**src/hdl/pwmext_pkg.sv**
```systemverilog
// Package for the waveform extension with fault recovery.
// Assumes one 10 MHz clock and a plain register port.
package pwmext_pkg;
  // Clock period, ns
  localparam int CLK_PERIOD_NS = 100;
  // Longest bad drive after fault exit: two periods plus a quarter period
  localparam int GLITCH_MAX_NS = 225;
  // Longest time, rounded down, at least one cycle
  localparam int GLITCH_RAW = GLITCH_MAX_NS / CLK_PERIOD_NS;
  localparam int GLITCH_CYCLES = (GLITCH_RAW < 1) ? 1 : GLITCH_RAW;
  // Register offsets
  localparam logic [7:0] REG_CTRL = 8'h00;
  localparam logic [7:0] REG_DTOE = 8'h01;
  localparam logic [7:0] REG_PATTERN = 8'h02;
  localparam logic [7:0] REG_STATUS = 8'h03;
  localparam logic [7:0] REG_MASK = 8'h04;
  localparam logic [7:0] REG_STATE = 8'h05;
  // Control field positions
  localparam int CTRL_PGM_BIT = 0;
  localparam int CTRL_COMMON_WAVEFORM_CHANNEL_MODE_BIT = 1;
  // Status field positions
  localparam int ST_FAULT_BIT = 0;
  localparam int ST_OVF_BIT = 1;
  localparam int ST_RECOV_BIT = 2;
  localparam int ST_WIDTH = 3;
  // Reset values
  localparam logic [7:0] CTRL_RESET = 8'h00;
  localparam logic [7:0] DTOE_RESET = 8'h00;
  localparam logic [7:0] PATTERN_RESET = 8'h00;
  localparam logic [2:0] MASK_RESET = 3'h0;
  // Output path states
  typedef enum logic [1:0] {
    PWMEXT_RUN = 2'b00,
    PWMEXT_FAULT = 2'b01,
    PWMEXT_WAIT = 2'b10
  } pwmext_state_e;
endpackage

```
**src/hdl/pwmext_dead_time.sv**
```systemverilog
// One dead-time pair: high and low side from one compare level.
// Assumes the compare level comes from logic on the same clock.
`timescale 1ns/1ps
`default_nettype none
module pwmext_dead_time #(
  parameter int DT_CYCLES = 4
) (
  // Clock and reset
  input wire logic clock_i,
  input wire logic rst_i,
  // Compare level and output enable
  input wire logic cmp_i,
  input wire logic en_i,
  // Pair outputs
  output logic hi_o,
  output logic lo_o
);
  logic last; // Previous compare level
  logic [7:0] cnt; // Remaining dead cycles
  logic next_last;
  logic [7:0] next_cnt;

  // Reload the dead gap on each compare edge
  always_comb begin
    next_last = cmp_i;
    next_cnt = cnt;
    if (cmp_i != last) begin
      next_cnt = 8'(DT_CYCLES);
    end else if (cnt != 8'h00) begin
      next_cnt = cnt - 8'h01;
    end
  end

  // Register the gap state
  always_ff @(posedge clock_i or posedge rst_i) begin
    if (rst_i) begin
      last <= 1'b0;
      cnt <= 8'h00;
    end else begin
      last <= next_last;
      cnt <= next_cnt;
    end
  end

  // Both sides off during the gap or while disabled
  assign hi_o = en_i & cmp_i & (cnt == 8'h00) & (cmp_i == last);
  assign lo_o = en_i & ~cmp_i & (cnt == 8'h00) & (cmp_i == last);
endmodule
`default_nettype wire

```
**src/hdl/pwmext_top.sv**
```systemverilog
// Waveform extension: mode decode, dead time, pattern, fault recovery.
// Assumes compare and overflow from a timer on the same clock,
// and an asynchronous fault pin.
`timescale 1ns/1ps
`default_nettype none
// What this block does
// - Decode pattern and common-waveform bits per table
// - Bad drive after fault limited to bound
// - First period after re-enable may be short
// - Pattern mode glitch unavoidable, still bounded
module pwmext_top
  import pwmext_pkg::*;
#(
  parameter int CH = 4,
  parameter int DT_CYCLES = 4
) (
  // Clock and reset
  input wire logic clock_i,
  input wire logic rst_i,
  // Register port
  input wire logic [7:0] addr_i,
  input wire logic [7:0] wdata_i,
  input wire logic wr_i,
  input wire logic rd_i,
  output logic [7:0] rdata_o,
  // Timer side
  input wire logic [CH-1:0] cmp_i,
  input wire logic overflow_i,
  // Fault pin
  input wire logic fault_pin_i,
  // Pin side waveforms, pairs high then low
  output logic [2*CH-1:0] wave_o,
  // Interrupt
  output logic irq_o
);
  ////////////////////////////////////////////////////////////////////
  // Registers
  logic [7:0] ctrl; // Mode bits
  logic [7:0] dtoe; // Dead-time output enables
  logic [7:0] pattern; // Pattern pin mask
  logic [ST_WIDTH-1:0] status; // Sticky events
  logic [ST_WIDTH-1:0] mask; // Interrupt mask
  logic [7:0] next_ctrl, next_dtoe, next_pattern, next_rdata;
  logic [ST_WIDTH-1:0] next_status, next_mask;
  logic next_irq;
  logic [ST_WIDTH-1:0] ev; // Event set pulses
  pwmext_state_e state, next_state;
  // Fault pin synchroniser
  logic sync1, sync2, sync3, fault_lvl, next_fault_lvl;
  logic fault_rise;
  // Mode decode and waveform path
  logic en_pg, en_cw;
  logic [CH-1:0] src;
  logic [2*CH-1:0] raw, gated, next_wave;

  ////////////////////////////////////////////////////////////////////
  // Fault pin: change taken once second and third stage agree
  always_comb begin
    next_fault_lvl = (sync2 == sync3) ? sync3 : fault_lvl;
  end

  // Synchroniser flops
  always_ff @(posedge clock_i or posedge rst_i) begin
    if (rst_i) begin
      sync1 <= 1'b0;
      sync2 <= 1'b0;
      sync3 <= 1'b0;
      fault_lvl <= 1'b0;
    end else begin
      sync1 <= fault_pin_i;
      sync2 <= sync1;
      sync3 <= sync2;
      fault_lvl <= next_fault_lvl;
    end
  end
  assign fault_rise = next_fault_lvl & ~fault_lvl;

  ////////////////////////////////////////////////////////////////////
  // Mode decode: pattern on if either bit set, common only 1/0
  assign en_pg = ctrl[CTRL_PGM_BIT] | ctrl[CTRL_COMMON_WAVEFORM_CHANNEL_MODE_BIT];
  assign en_cw = ctrl[CTRL_PGM_BIT] & ~ctrl[CTRL_COMMON_WAVEFORM_CHANNEL_MODE_BIT];

  // Dead-time pairs, one per channel
  genvar g;
  generate
    for (g = 0; g < CH; g++) begin : gen_ch
      // Common mode feeds every channel from channel zero
      assign src[g] = en_cw ? cmp_i[0] : cmp_i[g];
      // Enable takes effect at once, so first period may be short
      pwmext_dead_time #(.DT_CYCLES(DT_CYCLES)) u_dt (
        .clock_i(clock_i),
        .rst_i(rst_i),
        .cmp_i(src[g]),
        .en_i(dtoe[g]),
        .hi_o(raw[2*g]),
        .lo_o(raw[2*g+1])
      );
    end
  endgenerate

  // Pattern mode drives only masked pins
  assign gated = en_pg ? (raw & pattern[2*CH-1:0]) : raw;

  ////////////////////////////////////////////////////////////////////
  // Fault state machine and output register
  always_comb begin
    next_state = state;
    ev = '0;
    unique case (state)
      PWMEXT_RUN: begin
        if (fault_rise) begin
          next_state = PWMEXT_FAULT;
        end
      end
      PWMEXT_FAULT: begin
        // Hold until flag cleared and pin quiet
        if (!status[ST_FAULT_BIT] && !fault_lvl) begin
          next_state = PWMEXT_WAIT;
        end
      end
      PWMEXT_WAIT: begin
        if (fault_rise) begin
          next_state = PWMEXT_FAULT;
        end else if (overflow_i) begin
          next_state = PWMEXT_RUN;
          ev[ST_RECOV_BIT] = 1'b1;
        end
      end
      // Unused code falls back to normal running
      default: begin
        next_state = PWMEXT_RUN;
      end
    endcase
    ev[ST_FAULT_BIT] = fault_rise;
    ev[ST_OVF_BIT] = overflow_i;
    // Outputs off in fault; valid from the same edge that returns to run
    next_wave = (next_state == PWMEXT_RUN) ? gated : '0;
  end

  // Register state and pins
  always_ff @(posedge clock_i or posedge rst_i) begin
    if (rst_i) begin
      state <= PWMEXT_RUN;
      wave_o <= '0;
    end else begin
      state <= next_state;
      wave_o <= next_wave;
    end
  end

  ////////////////////////////////////////////////////////////////////
  // Register port: writes, W1C status with set winning, reads
  always_comb begin
    next_ctrl = ctrl;
    next_dtoe = dtoe;
    next_pattern = pattern;
    next_mask = mask;
    next_status = status;
    next_rdata = 8'h00;
    if (wr_i) begin
      unique case (addr_i)
        REG_CTRL: next_ctrl = wdata_i;
        REG_DTOE: next_dtoe = wdata_i;
        REG_PATTERN: next_pattern = wdata_i;
        REG_MASK: next_mask = wdata_i[ST_WIDTH-1:0];
        REG_STATUS: next_status = status & ~wdata_i[ST_WIDTH-1:0];
        default: ; // Unmapped writes ignored
      endcase
    end
    next_status = next_status | ev;
    if (rd_i) begin
      unique case (addr_i)
        REG_CTRL: next_rdata = ctrl;
        REG_DTOE: next_rdata = dtoe;
        REG_PATTERN: next_rdata = pattern;
        REG_STATUS: next_rdata = {5'h00, status};
        REG_MASK: next_rdata = {5'h00, mask};
        REG_STATE: next_rdata = {5'h00, fault_lvl, state};
        default: next_rdata = 8'h00; // Unmapped reads zero
      endcase
    end
    next_irq = |(next_status & next_mask);
  end

  // Register file flops
  always_ff @(posedge clock_i or posedge rst_i) begin
    if (rst_i) begin
      ctrl <= CTRL_RESET;
      dtoe <= DTOE_RESET;
      pattern <= PATTERN_RESET;
      mask <= MASK_RESET;
      status <= '0;
      rdata_o <= 8'h00;
      irq_o <= 1'b0;
    end else begin
      ctrl <= next_ctrl;
      dtoe <= next_dtoe;
      pattern <= next_pattern;
      mask <= next_mask;
      status <= next_status;
      rdata_o <= next_rdata;
      irq_o <= next_irq;
    end
  end
endmodule
`default_nettype wire

```
**config.mk**
```make
export PLATFORM = sky130hd
export DESIGN_NAME = pwmext_top
export DESIGN_NICKNAME = d
export VERILOG_FILES = /design/src/hdl/pwmext_pkg.sv /design/src/hdl/pwmext_dead_time.sv /design/src/hdl/pwmext_top.sv
export SDC_FILE = /design/constraint.sdc
export NUM_CORES = 1
export LEC_CHECK = 0
export ABC_AREA = 1
export BUFFER_PORTS_ARGS = -buffer_cell sky130_fd_sc_hd__buf_4
export CELL_PAD_IN_SITES_DETAIL_PLACEMENT = 1
export CELL_PAD_IN_SITES_GLOBAL_PLACEMENT = 1
export CORE_MARGIN = 2
export CORE_UTILIZATION = 40
export CTS_BUF_LIST = sky130_fd_sc_hd__clkbuf_8
export DETAILED_ROUTE_END_ITERATION = 10
export GPL_ROUTABILITY_DRIVEN = 0
export GPL_TIMING_DRIVEN = 0
export HOLD_SLACK_MARGIN = 0.15
export PLACE_DENSITY_LB_ADDON = 0.25
export SKIP_CTS_REPAIR_TIMING = 1
export SYNTH_ARGS = -nofsm -noshare
export SYNTH_HDL_FRONTEND = slang
export SYNTH_SLANG_ARGS = --single-unit
```
**constraint.sdc**
```tcl
create_clock -name clock_i -period 2.9 [get_ports clock_i]
set_input_delay 0.145 -clock clock_i [delete_from_list [all_inputs] [get_ports clock_i]]
set_output_delay 0.145 -clock clock_i [all_outputs]
set_load 0.05 [all_outputs]
```
-- Yosys cells after proc, flatten, opt, wreduce, memory -nomap -nowiden
Cells that the tools add are included.
Widths: inputs -> output; s select.
- reduce and logical (&&, ||, !) cells: 22
- multiplexer cells: 28
- bitwise logic cells: 38
- $add $sub $neg: 4
- equal/unequal tests: 16
- operators by type and width (operator ; number):
    $mux 8 ; 11
    $pmux 8 s6 ; 1
    $logic_not 8->1 ; 5
    $reduce_bool 8->1 ; 4
    $sub 8x1->8 const B ; 4
    $and 1x1->1 ; 26
    $eq 8x2->1 const B ; 2
    $eq 8x3->1 const B ; 2
    $mux 3 ; 4
    $and 8x8->8 ; 1
    $eq 8x1->1 const B ; 1
    $mux 2 ; 4
    $reduce_bool 2->1 ; 4
    $mux 1 ; 7
    $and 3x3->3 ; 2
    $not 1->1 ; 6
    $pmux 2 s3 ; 1
    $reduce_and 2->1 ; 3
    $eq 1x1->1 ; 5
    $logic_not 2->1 ; 2
    $ne 1x1->1 ; 4
    $not 3->3 ; 1
    $or 3x3->3 ; 1
    $reduce_or 3->1 ; 1
    5 further kinds ; 6
- flip-flop bits (word level): 89
- logic and storage cells: 129
- input bits: 26
- output and inout port bits: 17

-- Longest topological paths before layout
Gate-level depths: netlist of run 1.
- depth after elaboration: 10
- gate-level depth with buffers: 9
- depth with buffers taken out: 9

-- Modules after synthesis
From an unflattened synthesis of run 1, not the netlist that was laid out.
- cells, all modules: 569
- area total of the unflattened synthesis: 4847.1 µm²
- modules (own cells, without submodules) (module ; area each (µm²) ; seq. area each (µm²) ; instances ; cells each):
    pwmext_top ; 2534.9 ; 1326.3 ; 1 ; 285
    pwmext_dead_time ; 578.1 ; 225.2 ; 4 ; 71

-- Worst setup path after synthesis of run 1
OpenSTA, ideal clock, no wires.
- path kind: reg-to-reg
- from: reg gen_ch[3].u_dt.cnt[0]
- to: reg wave_o[6]
- required time: 2.828 ns
- library setup time: 0.072 ns
- data arrival time: 1.308 ns
- slack: 1.521 ns
- cell stages (with the launch flop): 9
- cell sequence: dfrtp_1 -> inv_1 -> ha_1 -> nand3_1 -> nor3_2 -> inv_2 -> nor2_1 -> nand2_1 -> nor2_1
- longest elaborated chain between the ends: 6
- RTL lines (item ; RTL line ; RTL):
    start, declared ; pwmext_dead_time.sv:19 ; logic [7:0] cnt;
    start signal, assigned ; pwmext_dead_time.sv:41 ; cnt <= next_cnt;
    $logic_not 8->1 * ; pwmext_dead_time.sv:46 ; assign hi_o = en_i & cmp_i & (cnt == 8'h00) & (cmp_i == last);
    $and 1x1->1 * (2 in a row) ; pwmext_dead_time.sv:46 ;
    $and 8x8->8 ; pwmext_top.sv:102 ; assign gated = en_pg ? (raw & pattern[2*CH-1:0]) : raw;
    $mux 8 * ; pwmext_top.sv:102 ;
    $mux 8 * ; pwmext_top.sv:137 ; next_wave = (next_state == PWMEXT_RUN) ? gated : '0;
    via next_wave[6] ; pwmext_top.sv:54 ; logic [2*CH-1:0] raw, gated, next_wave;
    end signal, assigned ; pwmext_top.sv:147 ; wave_o <= next_wave;
    end, declared ; pwmext_top.sv:32 ; output logic [2*CH-1:0] wave_o,
The timed path passes the listed nets; every way through them passes the cells marked *.
A chain may end at the register's enable or synchronous reset.

-- Final worst setup path of run 1
Ends and elaborated chain as after synthesis.

==> results of run 1 <==
[worst max path at each step]
| stage | endpoint | startpoint |
|---|---|---|
| 2_1_floorplan | ctrl[0] | rst_i |
| 3_3_place_gp | rdata_o[4] | rst_i |
| 3_5_place_dp | wave_o[6] | gen_ch[3].u_dt.cnt[0] |
| 4_1_cts | wave_o[6] | gen_ch[3].u_dt.cnt[0] |
| 5_1_grt | wave_o[6] | gen_ch[3].u_dt.cnt[0] |
| 6_report | wave_o[6] | gen_ch[3].u_dt.cnt[0] |
[cell type report]
class	instances	area [µm²]
fill	1393	5810
sequential	89	2230
multi-input combinational	360	1980
timing repair buffer	59	508
inverter	87	330
tap	143	179
clock buffer	10	138
clock inverter	6	106
buffer	5	50.0
[power groups by stage]
| stage | clock [W] | combinational, W | sequential [W] |
|---|---|---|---|
| global route | 0.00114 | 0.00138 | 0.00161 |
| global placement | 0 | 0.00112 | 0.00159 |
| floorplan | 0 | 0.000917 | 0.00157 |
| finish | 0.00106 | 0.00120 | 0.00158 |
| detailed placement | 0 | 0.00119 | 0.00160 |
| CTS | 0.00109 | 0.00120 | 0.00158 |
[routing by layer]
metal  GRT usage  share of wire
met1       0.250           0.46
met2       0.324           0.49
met3      0.0421          0.026
met4      0.0757          0.023
met5           0              0
[stage by stage]
| step | power, W | setup WS [ps] |
|---|---|---|
| 6_report | 0.00384 | 1180 |
| 2_1_floorplan | 0.00248 | 448 |
| 5_1_grt | 0.00413 | 1040 |
| 3_3_place_gp | 0.00271 | -705 |
| 3_5_place_dp | 0.00279 | 1220 |
| 4_1_cts | 0.00386 | 1190 |
[state kept, by name (all words and copies together) (netlist names)]
| register | flops |
|---|---|
| wave_o | 8 |
| sync3 | 1 |
| mask | 3 |
| state | 2 |
| gen_ch.u_dt.cnt | 32 |
| dtoe | 8 |
| rdata_o | 8 |
| sync1 | 1 |
| fault_lvl | 1 |
| pattern | 8 |
| ctrl | 8 |
| gen_ch.u_dt.last | 4 |
| status | 3 |
| irq_o | 1 |
| sync2 | 1 |
[critical path, cell delays in order, from the launching register on]
cell	delay [ps]
dfrtp_1	390
inv_1	150
ha_1	190
nand3_1	90
nor3_2	290
inv_2	140
nor2_1	160
nand2_1	80
nor2_1	150
[logic make-up (layout without fill, tap and decap cells)]
group | after synthesis | in the layout | share of synthesized area
compound gates | 61 | 61 | 0.0847
xor+xnor | 10 | 10 | 0.0306
fa+ha+maj | 9 | 9 | 0.0240
buf+inv | 92 | 167 | 0.0825
flops | 89 | 89 | 0.486
simple gates | 280 | 280 | 0.292
[cell usage in the layout (no fill, tap or decap), types with 2 or more instances in the layout]
cell / instances
nand3_2: 2
nand2_2: 6
nand4_1: 18
o31ai_1: 2
xor2_1: 6
nand2_1: 130
a21oi_1: 9
o21ai_0: 9
inv_1: 76
nor2_4: 3
nand3_1: 39
nand2_4: 5
nor2_2: 6
inv_2: 10
nand3b_1: 3
nor3_1: 10
bufinv_16: 3
o21ai_2: 11
buf_4: 40
nor3_4: 3
o211ai_1: 8
dlygate4sd3_1: 18
buf_6: 4
o21ai_1: 17
nor3_2: 4
ha_1: 8
o2111ai_1: 3
clkinv_2: 2
clkbuf_8: 10
nor2_1: 49
dfrtp_1: 89
[cell usage after synthesis, drive strengths merged]
library cell and instances:
a211oi 1, a21oi 9, buf 5, clkinv 1, dfrtp 89, ha 8
inv 86, maj3 1, nand2 141, nand3 41, nand3b 3, nand4 18
nor2 58, nor3 17, o2111ai 3, o211ai 8, o21a 1, o21ai 37
o31ai 2, or2 2, xnor2 2, xor2 8
==> results.md, run 1 <==
* Synth cell types at 37
* Status: finished clean
* Number of global-route vias before repair at 3973
* Syn Inst Count at 541
* Setup TNS at 0 ps
* Final Skew at 9.00 ps
* Worst Setup End Kind: register
* Worst Hold Depth at 6
* Critical path class: register to register
* GR Overflow Total at 0
* Reg2reg setup slack at 1180 ps
* Row count at 39
* Mean routed wirelength per cell at 15.0 µm
* Largest net degree at the start of global routing at 70
* Hold Path Class: input port to register
* P_sw at 0.00138 W
* Count of final setup violators at 0
* Placed cells at 725
* Unrepaired setup endpoints after global routing: no
* Sink Count at 89
* Sequential share of the synthesized area at 0.486
* Slew margin rel. at 0.654
* Startpoint types: register
* Tmin final at 1720 ps
* Share of the synthesized area in the top cell type at 0.486
* Flops & latches, synth at 89
* Sequential Power Share at 0.411
* Final Max Tran Viols at 0
* Max_cap viols at 0
* WHS Endpoint: rdata_o[3]
* Final hold violations at 0
* Inserted Diodes at 0
* Fin crit share at 0.593
* CTS clk-pin slew, worst paths at 90 ps
* Initial DRT Pass Iterations at 4
* Port Buffers at 40
* Combinational fraction of design power at 0.314
* Crit-path max FO at 8
* First-pass GRT wire length at 19100 µm
* WP data arrival at 2010 ps
* TritonCTS buffer count at 9
* I/O pin cnt at 43
* DRC viols at 0
* Total GRT Usage at 0.195
* # H-tree levels at 3
* Syn_area_per_cell at 8.47 µm²
* Mapped Nets at 575
* Post-DP Area at 0.00509 mm²
* CTS max path bufs at 2
* Final ANT Viol Nets at 0
* Syn. warnings at 0
* Worst hold start: addr_i[3]
* Post-DP HPWL at 8410 µm
* Worst R2R End: wave_o[6]
* Vias per Instance at 5.01
* Post-synth top area cell: dfrtp_1
* Fin area at 0.00552 mm²
* Fmax at 582 MHz
* Worst-Margin Slew at 515 ps
* Synth area leaders: dfrtp_1 49%, nand2_1 11%, inv_1 6.2%, nand3_1 4.3%, nor2_1 4.0%
* Reg-to-Reg Start: gen_ch[3].u_dt.cnt[0]
* Sw frac at 0.361
* Die Ht at 111 µm
* Final hold slack at 160 ps
* Max VDD drop at 0.258 mV
* Non-Filler Instances at 759
* Final Util at 0.487
* Die X-Extent at 111 µm
* Die area at 0.0123 mm²
* Initial Util at 0.405
* Int Power at 0.00245 W
* Data required, critical path at 3200 ps
* Later-pin clock latency in the skew report at 380 ps
* Area growth from synthesis to layout at 20.4%
* Drt total wl at 11400 µm
* Total core area at 0.0113 mm²
* R2R cell count at 8
* Lkg Pwr at 2.82 nW
* Mapped Area at 0.00458 mm²
* Nets at 645
* Via count at 3801
* Root Buffer: clkbuf_8
* Initial antenna violation count at 0
* CTS tree: built
* Power per cell area at 696 mW/mm²
* Clock power share at 0.275
* Ratio of cells with drive above 1 in the final layout at 0.192
* First DRT Iteration DRCs at 97
Power figures use the tool's default switching activity.
==> run 2: changes to the inputs <==
Clock period 2.9 ns to 1.4 ns, I/O delays scaled along.
==> run 2 against run 1 <==
Net effect: the run now ends with negative setup slack left; fmax increased by 12%; utilization increased by 5.0 points; total power increased by 130%; highest routed layer unchanged; critical path type unchanged; die area unchanged; via count increased by 4.7%; first-iteration DRC count increased by 34%; global-route usage about the same; wire length increased by 11%; non-clock buffer count increased by 29.
==> results.md, run 2 (same netlist as run 1, synthesis figures left out) <==
* Status: finished with violations
* Failing checks: negative setup slack
* Final Max Tran Viols at 0 (unchanged)
* Die area at 0.0123 mm² (unchanged)
* Die X-Extent at 111 µm (unchanged)
* Worst path most repeated cell: inv_2
* Lkg Pwr at 2.99 nW (+6.0%)
* Pwr Total at 0.00878 W (+130%)
* Max_cap viols at 0 (unchanged)
* Final Util at 0.537 (+0.0500)
* WP data arrival at 1800 ps (-210 ps)
* Area growth from synthesis to layout at 32.7%
* CTS clk-pin slew, worst paths at 100 ps (about the same)
* Commonest cells after routing, fill and taps aside: 121 x nand2_1, 88 x dfrtp_1, 61 x inv_1, 61 x buf_4, 36 x nor2_1
* Initial Util at 0.405 (unchanged)
* Power per cell area at 1440 mW/mm² (+110%)
* Row count at 39 (unchanged)
* Initial antenna violation count at 0 (unchanged)
* Nets at 674 (+4.5%)
* P_sw at 0.00352 W (+150%)
* Total core area at 0.0113 mm² (unchanged)
* Later-pin clock latency in the skew report at 380 ps (about the same)
* Placed cells at 726 (+0.14%)
* Critical path class: register to register
* Fill cells at 1350 (-3.1%)
* Total GRT Usage at 0.195 (about the same)
* Port Buffers at 40 (unchanged)
* Fmax at 653 MHz (+12%)
* Min setup slack post-route at -131 ps (-1310 ps)
* First-pass GRT wire length at 19300 µm (+0.87%)
* Initial DRT Pass Iterations at 4 (unchanged)
* DRC viols at 0 (unchanged)
* Post-DP Area at 0.00510 mm² (+0.27%)
* Number of global-route vias before repair at 4074 (+2.5%)
* I/O pin cnt at 43 (unchanged)
* Post-DP HPWL at 8480 µm (+0.83%)
* Fin crit share at 1.09 (+0.501)
* Worst-Margin Slew at 514 ps (-1.21 ps)
* Tmin final at 1530 ps (-188 ps)
* Clock power share at 0.202 (-0.073)
* Ratio of cells with drive above 1 in the final layout at 0.326 (+0.134)
* Int Power at 0.00526 W (+110%)
* Largest net degree at the start of global routing at 37 (-47%)
* Sink Count at 89 (unchanged)
* Slowest cell on crit path: dfrtp_1
* Via count at 3978 (+4.7%)
* Unrepaired setup endpoints after global routing: yes
* Data required, critical path at 1670 ps (-1530 ps)
* Fin area at 0.00608 mm² (+10%)
* # H-tree levels at 3 (unchanged)
* GR Overflow Total at 0 (unchanged)
* Largest register by flop count: gen_ch.u_dt.cnt
* TritonCTS buffer count at 9 (unchanged)
* CTS max path bufs at 2 (unchanged)
* Crit-path max FO at 7 (-1)
* Inserted Diodes at 0 (unchanged)
* Root Buffer: clkbuf_8
* Final Skew at 11.2 ps (+2.18 ps)
* CP cell instances: inv_2 > ha_4 > nand3_4 > nor3_4 > inv_2 > buf_6 > nand3_2 > o211ai_1
* Combinational fraction of design power at 0.417 (+0.103)
* Die Ht at 111 µm (unchanged)
* Final hold violations at 0 (unchanged)
* Max reg flops at 32 (unchanged)
* Drt total wl at 12700 µm (+11%)
* Final ANT Viol Nets at 0 (unchanged)
* Slew margin rel. at 0.655 (+0.000812)
* First DRT Iteration DRCs at 130 (+34%)
* Sw frac at 0.401 (+0.0399)
* Commonest non-fill, non-tap cell in the layout: nand2_1
* CP peak stage delay at 420 ps (+30 ps)
* Non-Filler Instances at 788 (+3.8%)
* Count of final setup violators at 34 (+34)
* Worst Setup End Kind: register
* CTS tree: built
* Hold Path Class: input port to register
* Vias per Instance at 5.05 (+0.81%)
* Mean routed wirelength per cell at 16.1 µm (+6.9%)
* Sequential Power Share at 0.380 (-0.031)
* Max VDD drop at 0.780 mV (+200%)
* Setup TNS at -1840 ps (-1840 ps)
* Startpoint types: register
==> run 2: power by group through the flow <==
| stage | clock network (W) | registers (W) | logic (W) |
|---|---|---|---|
| after detailed placement | 0 | 0.00332 | 0.00247 |
| final | 0.00177 | 0.00334 | 0.00367 |
| after global routing | 0.00192 | 0.00339 | 0.00407 |
| after CTS | 0.00182 | 0.00328 | 0.00249 |
| after global placement | 0 | 0.00330 | 0.00232 |
| after floorplan | 0 | 0.00325 | 0.00190 |
==> run 2: per-layer routing <==
metal | GRT usage | part of all wire | vias up
met3 | 0.0508 | 0.026 | 16
met1 | 0.233 | 0.42 | 1982
li1 | - | - | 1931
met5 | 0 | 0 | -
met2 | 0.348 | 0.53 | 49
met4 | 0.0535 | 0.017 | 0
==> run 2: worst max-delay path, delay by kind of cell, from the launching register on <==
family	cells	cell delay (ps)
AO/OA/AOI/OAI	1	80
adder cells (fa/ha/maj)	1	140
buffers and inverters	3	380
flip-flops	1	420
AND/OR/NAND/NOR	3	390
==> run 2: layout make-up <==
cell class,count,area [µm²],share of cell area
multi-input cells,360,2340,0.385
flip-flops and latches,89,2230,0.366
repair buffers,88,754,0.124
inverters,87,334,0.0549
well taps,143,179,0.0294
clock buffers,11,151,0.0249
plain buffers,5,50.0,0.00823
clock inverters,5,45.0,0.00741
==> run 2: stage by stage <==
step,hold slack (ps),setup WS [ps]
2_1_floorplan,101,20.7
5_1_grt,165,-235
6_report,147,-131
4_1_cts,-289,-330
3_5_place_dp,134,-300
3_3_place_gp,179,-373
==> run 2: final timing paths <==
path | from | to | slack [ps] | cells after the start
min in group asynchronous | rst_i | gen_ch[0].u_dt.cnt[0] | 290 | 3
setup reg to reg | gen_ch[3].u_dt.cnt[1] | gen_ch[3].u_dt.cnt[2] | -130 | 8
setup / recovery | gen_ch[3].u_dt.cnt[1] | gen_ch[3].u_dt.cnt[2] | -130 | 8
hold / removal | addr_i[0] | rdata_o[5] | 150 | 6
max in group asynchronous | rst_i | ctrl[0] | 310 | 5
hold reg to reg | sync1 | sync2 | 360 | 0
==> run 3: changes to the inputs <==
Settings changed: CORE_UTILIZATION 40 to 42, GPL_ROUTABILITY_DRIVEN 0 to 1.
==> run 3 against run 2 <==
Net effect: the flow still finishes with violations (negative setup slack); sequential power about the same; non-clock buffer count increased by 6; cell area about the same; fmax fell by 3.0%; register-to-register slack lost 50 ps; via count up 1.1%; clock power hardly changed; sequential cell count is the same; sequential share of layout area about the same; total power rose by 0.62%; worst setup slack worse by 47 ps; largest cell class unchanged.
==> results.md, run 3 (same netlist as run 1, synthesis figures left out) <==
* Total core area at 0.0107 mm² (-5.1%)
* Commonest non-fill, non-tap cell in the layout: nand2_1
* Drt total wl at 12900 µm (+2.3%)
* Initial antenna violation count at 0 (unchanged)
* I/O pin cnt at 43 (unchanged)
* Number of global-route vias before repair at 3963 (-2.7%)
* Initial Util at 0.426 (+0.0217)
* Pwr Total at 0.00883 W (+0.62%)
* Post-DP Area at 0.00510 mm² (about the same)
* Crit-path max FO at 8 (+1)
* Commonest cells after routing, fill and taps aside: 122 x nand2_1, 88 x dfrtp_1, 67 x buf_4
* Count of final setup violators at 22 (-35%)
* Final hold slack at 118 ps (-28.8 ps)
* Die X-Extent at 108 µm (-2.3%)
* Largest net degree at the start of global routing at 36 (-2.7%)
* WP data arrival at 1880 ps (+80 ps)
* Final ANT Viol Nets at 0 (unchanged)
* Final Max Tran Viols at 0 (unchanged)
* First-pass GRT wire length at 18800 µm (-2.4%)
* Min setup slack post-route at -178 ps (-46.9 ps)
* TritonCTS buffer count at 9 (unchanged)
* Data required, critical path at 1700 ps (+30 ps)
* Total GRT Usage at 0.208 (+0.0132)
* Fin crit share at 1.13 (+0.0335)
* Initial DRT Pass Iterations at 4 (unchanged)
* First DRT Iteration DRCs at 138 (+6.2%)
* Largest register by flop count: gen_ch.u_dt.cnt
* Status: finished with violations
* Worst-Margin Slew at 506 ps (-7.92 ps)
* Critical path class: register to register
* Non-Filler Instances at 789 (+0.13%)
* Later-pin clock latency in the skew report at 370 ps (about the same)
* CTS clk-pin slew, worst paths at 80 ps (-20 ps)
* Post-DP HPWL at 8550 µm (+0.82%)
* Final hold violations at 0 (unchanged)
* Startpoint types: register
* Via count at 4023 (+1.1%)
* Vias per Instance at 5.10 (+1.0%)
* Failing checks: negative setup slack
* Port Buffers at 40 (unchanged)
* Root Buffer: clkbuf_8
* Tmin final at 1580 ps (+46.9 ps)
* Gpl congestion at 0.816
* Die Ht at 108 µm (-2.3%)
* CTS max path bufs at 2 (unchanged)
* Area growth from synthesis to layout at 32.6% (about the same)
* CP peak stage delay at 410 ps (about the same)
* Row count at 38 (-2.6%)
* DRC viols at 0 (unchanged)
* CP cell instances: inv_2 > ha_4 > nand3_4 > nor3_4 > inv_4 > nor2_4 > nand2_1 > nor2_2
* Inserted Diodes at 0 (unchanged)
* Power per cell area at 1450 mW/mm² (+0.68%)
* Hold Path Class: input port to register
* Max reg flops at 32 (unchanged)
* Sink Count at 89 (unchanged)
* Slew margin rel. at 0.662 (+0.00721)
* Fmax at 634 MHz (-3.0%)
* Final Skew at 7.81 ps (-3.37 ps)
* # H-tree levels at 3 (unchanged)
* Die area at 0.0118 mm² (-4.6%)
* GR Overflow Total at 0 (unchanged)
* CTS tree: built
* Slowest cell on crit path: dfrtp_1
* Lkg Pwr at 3.01 nW (+0.93%)
* Placed cells at 723 (-0.41%)
* Nets at 680 (+0.89%)
* Ratio of cells with drive above 1 in the final layout at 0.328 (+0.00262)
* Delay-heaviest family, CP: simple AND/OR/NAND/NOR gates
* Max VDD drop at 0.610 mV (-22%)
* CP bufs+invs at 2 (-1)
* Worst Setup End Kind: register
* Unrepaired setup endpoints after global routing: yes
* Mean routed wirelength per cell at 16.4 µm (+2.1%)
* Fin area at 0.00608 mm² (about the same)
* Max_cap viols at 0 (unchanged)
## run 3: cell types whose count changed in the layout (fill, tap and decap cells not counted), sizes merged
cell / previous run / this run
bufinv: 0 / 1
clkinv: 3 / 2
buf: 73 / 80
inv: 87 / 86
clkbuf: 11 / 10
dlygate4sd3: 20 / 19
## run 3: worst paths after layout
kind,depth (start not counted),slack (ps),startpoint,end
max in group asynchronous,5,330,rst_i,ctrl[3]
hold reg to reg,0,360,sync1,sync2
setup / recovery,8,-180,gen_ch[3].u_dt.cnt[0],wave_o[7]
min in group asynchronous,3,280,rst_i,gen_ch[0].u_dt.cnt[0]
hold / removal,5,120,addr_i[1],rdata_o[4]
setup reg to reg,8,-180,gen_ch[3].u_dt.cnt[0],wave_o[7]
## run 3: through the flow
| stage | utilization | setup slack [ps] | setup TNS, ps |
|---|---|---|---|
| 2_1_floorplan | - | 20.7 | 0 |
| 3_3_place_gp | 0.471 | -354 | -32850 |
| 3_5_place_dp | 0.475 | -405 | -3940 |
| 4_1_cts | 0.492 | -435 | -4690 |
| 5_1_grt | 0.566 | -244 | -4460 |
| 6_report | 0.566 | -178 | -1940 |
## run 3: area by class of cell
cell class | instances | area (µm²)
repair buffers | 94 | 801
plain buffers | 5 | 50.0
clock buffers | 10 | 138
inverters | 87 | 337
multi-input cells | 360 | 2300
fillers | 1287 | 4670
well taps | 140 | 175
flip-flops and latches | 89 | 2230
clock inverters | 4 | 46.3
## run 3: report_power, final
| part | internal (W) | total [W] | switching [W] |
|---|---|---|---|
| logic | 0.00158 | 0.00376 | 0.00218 |
| clock network | 0.000845 | 0.00176 | 0.000911 |
| registers | 0.00297 | 0.00332 | 0.000346 |
## run 3: metal layers
metal,vias up,GRT usage,part of all wire
li1,1942,-,-
met1,2005,0.267,0.43
met2,58,0.351,0.52
met3,18,0.0289,0.027
met4,0,0.0897,0.016
met5,-,0,0
## run 3: tightest hold or removal path, cell delays in order
cell,delay [ps]
buf_6,110
nand4_1,100
nand3_1,70
nand2_1,60
inv_1,40
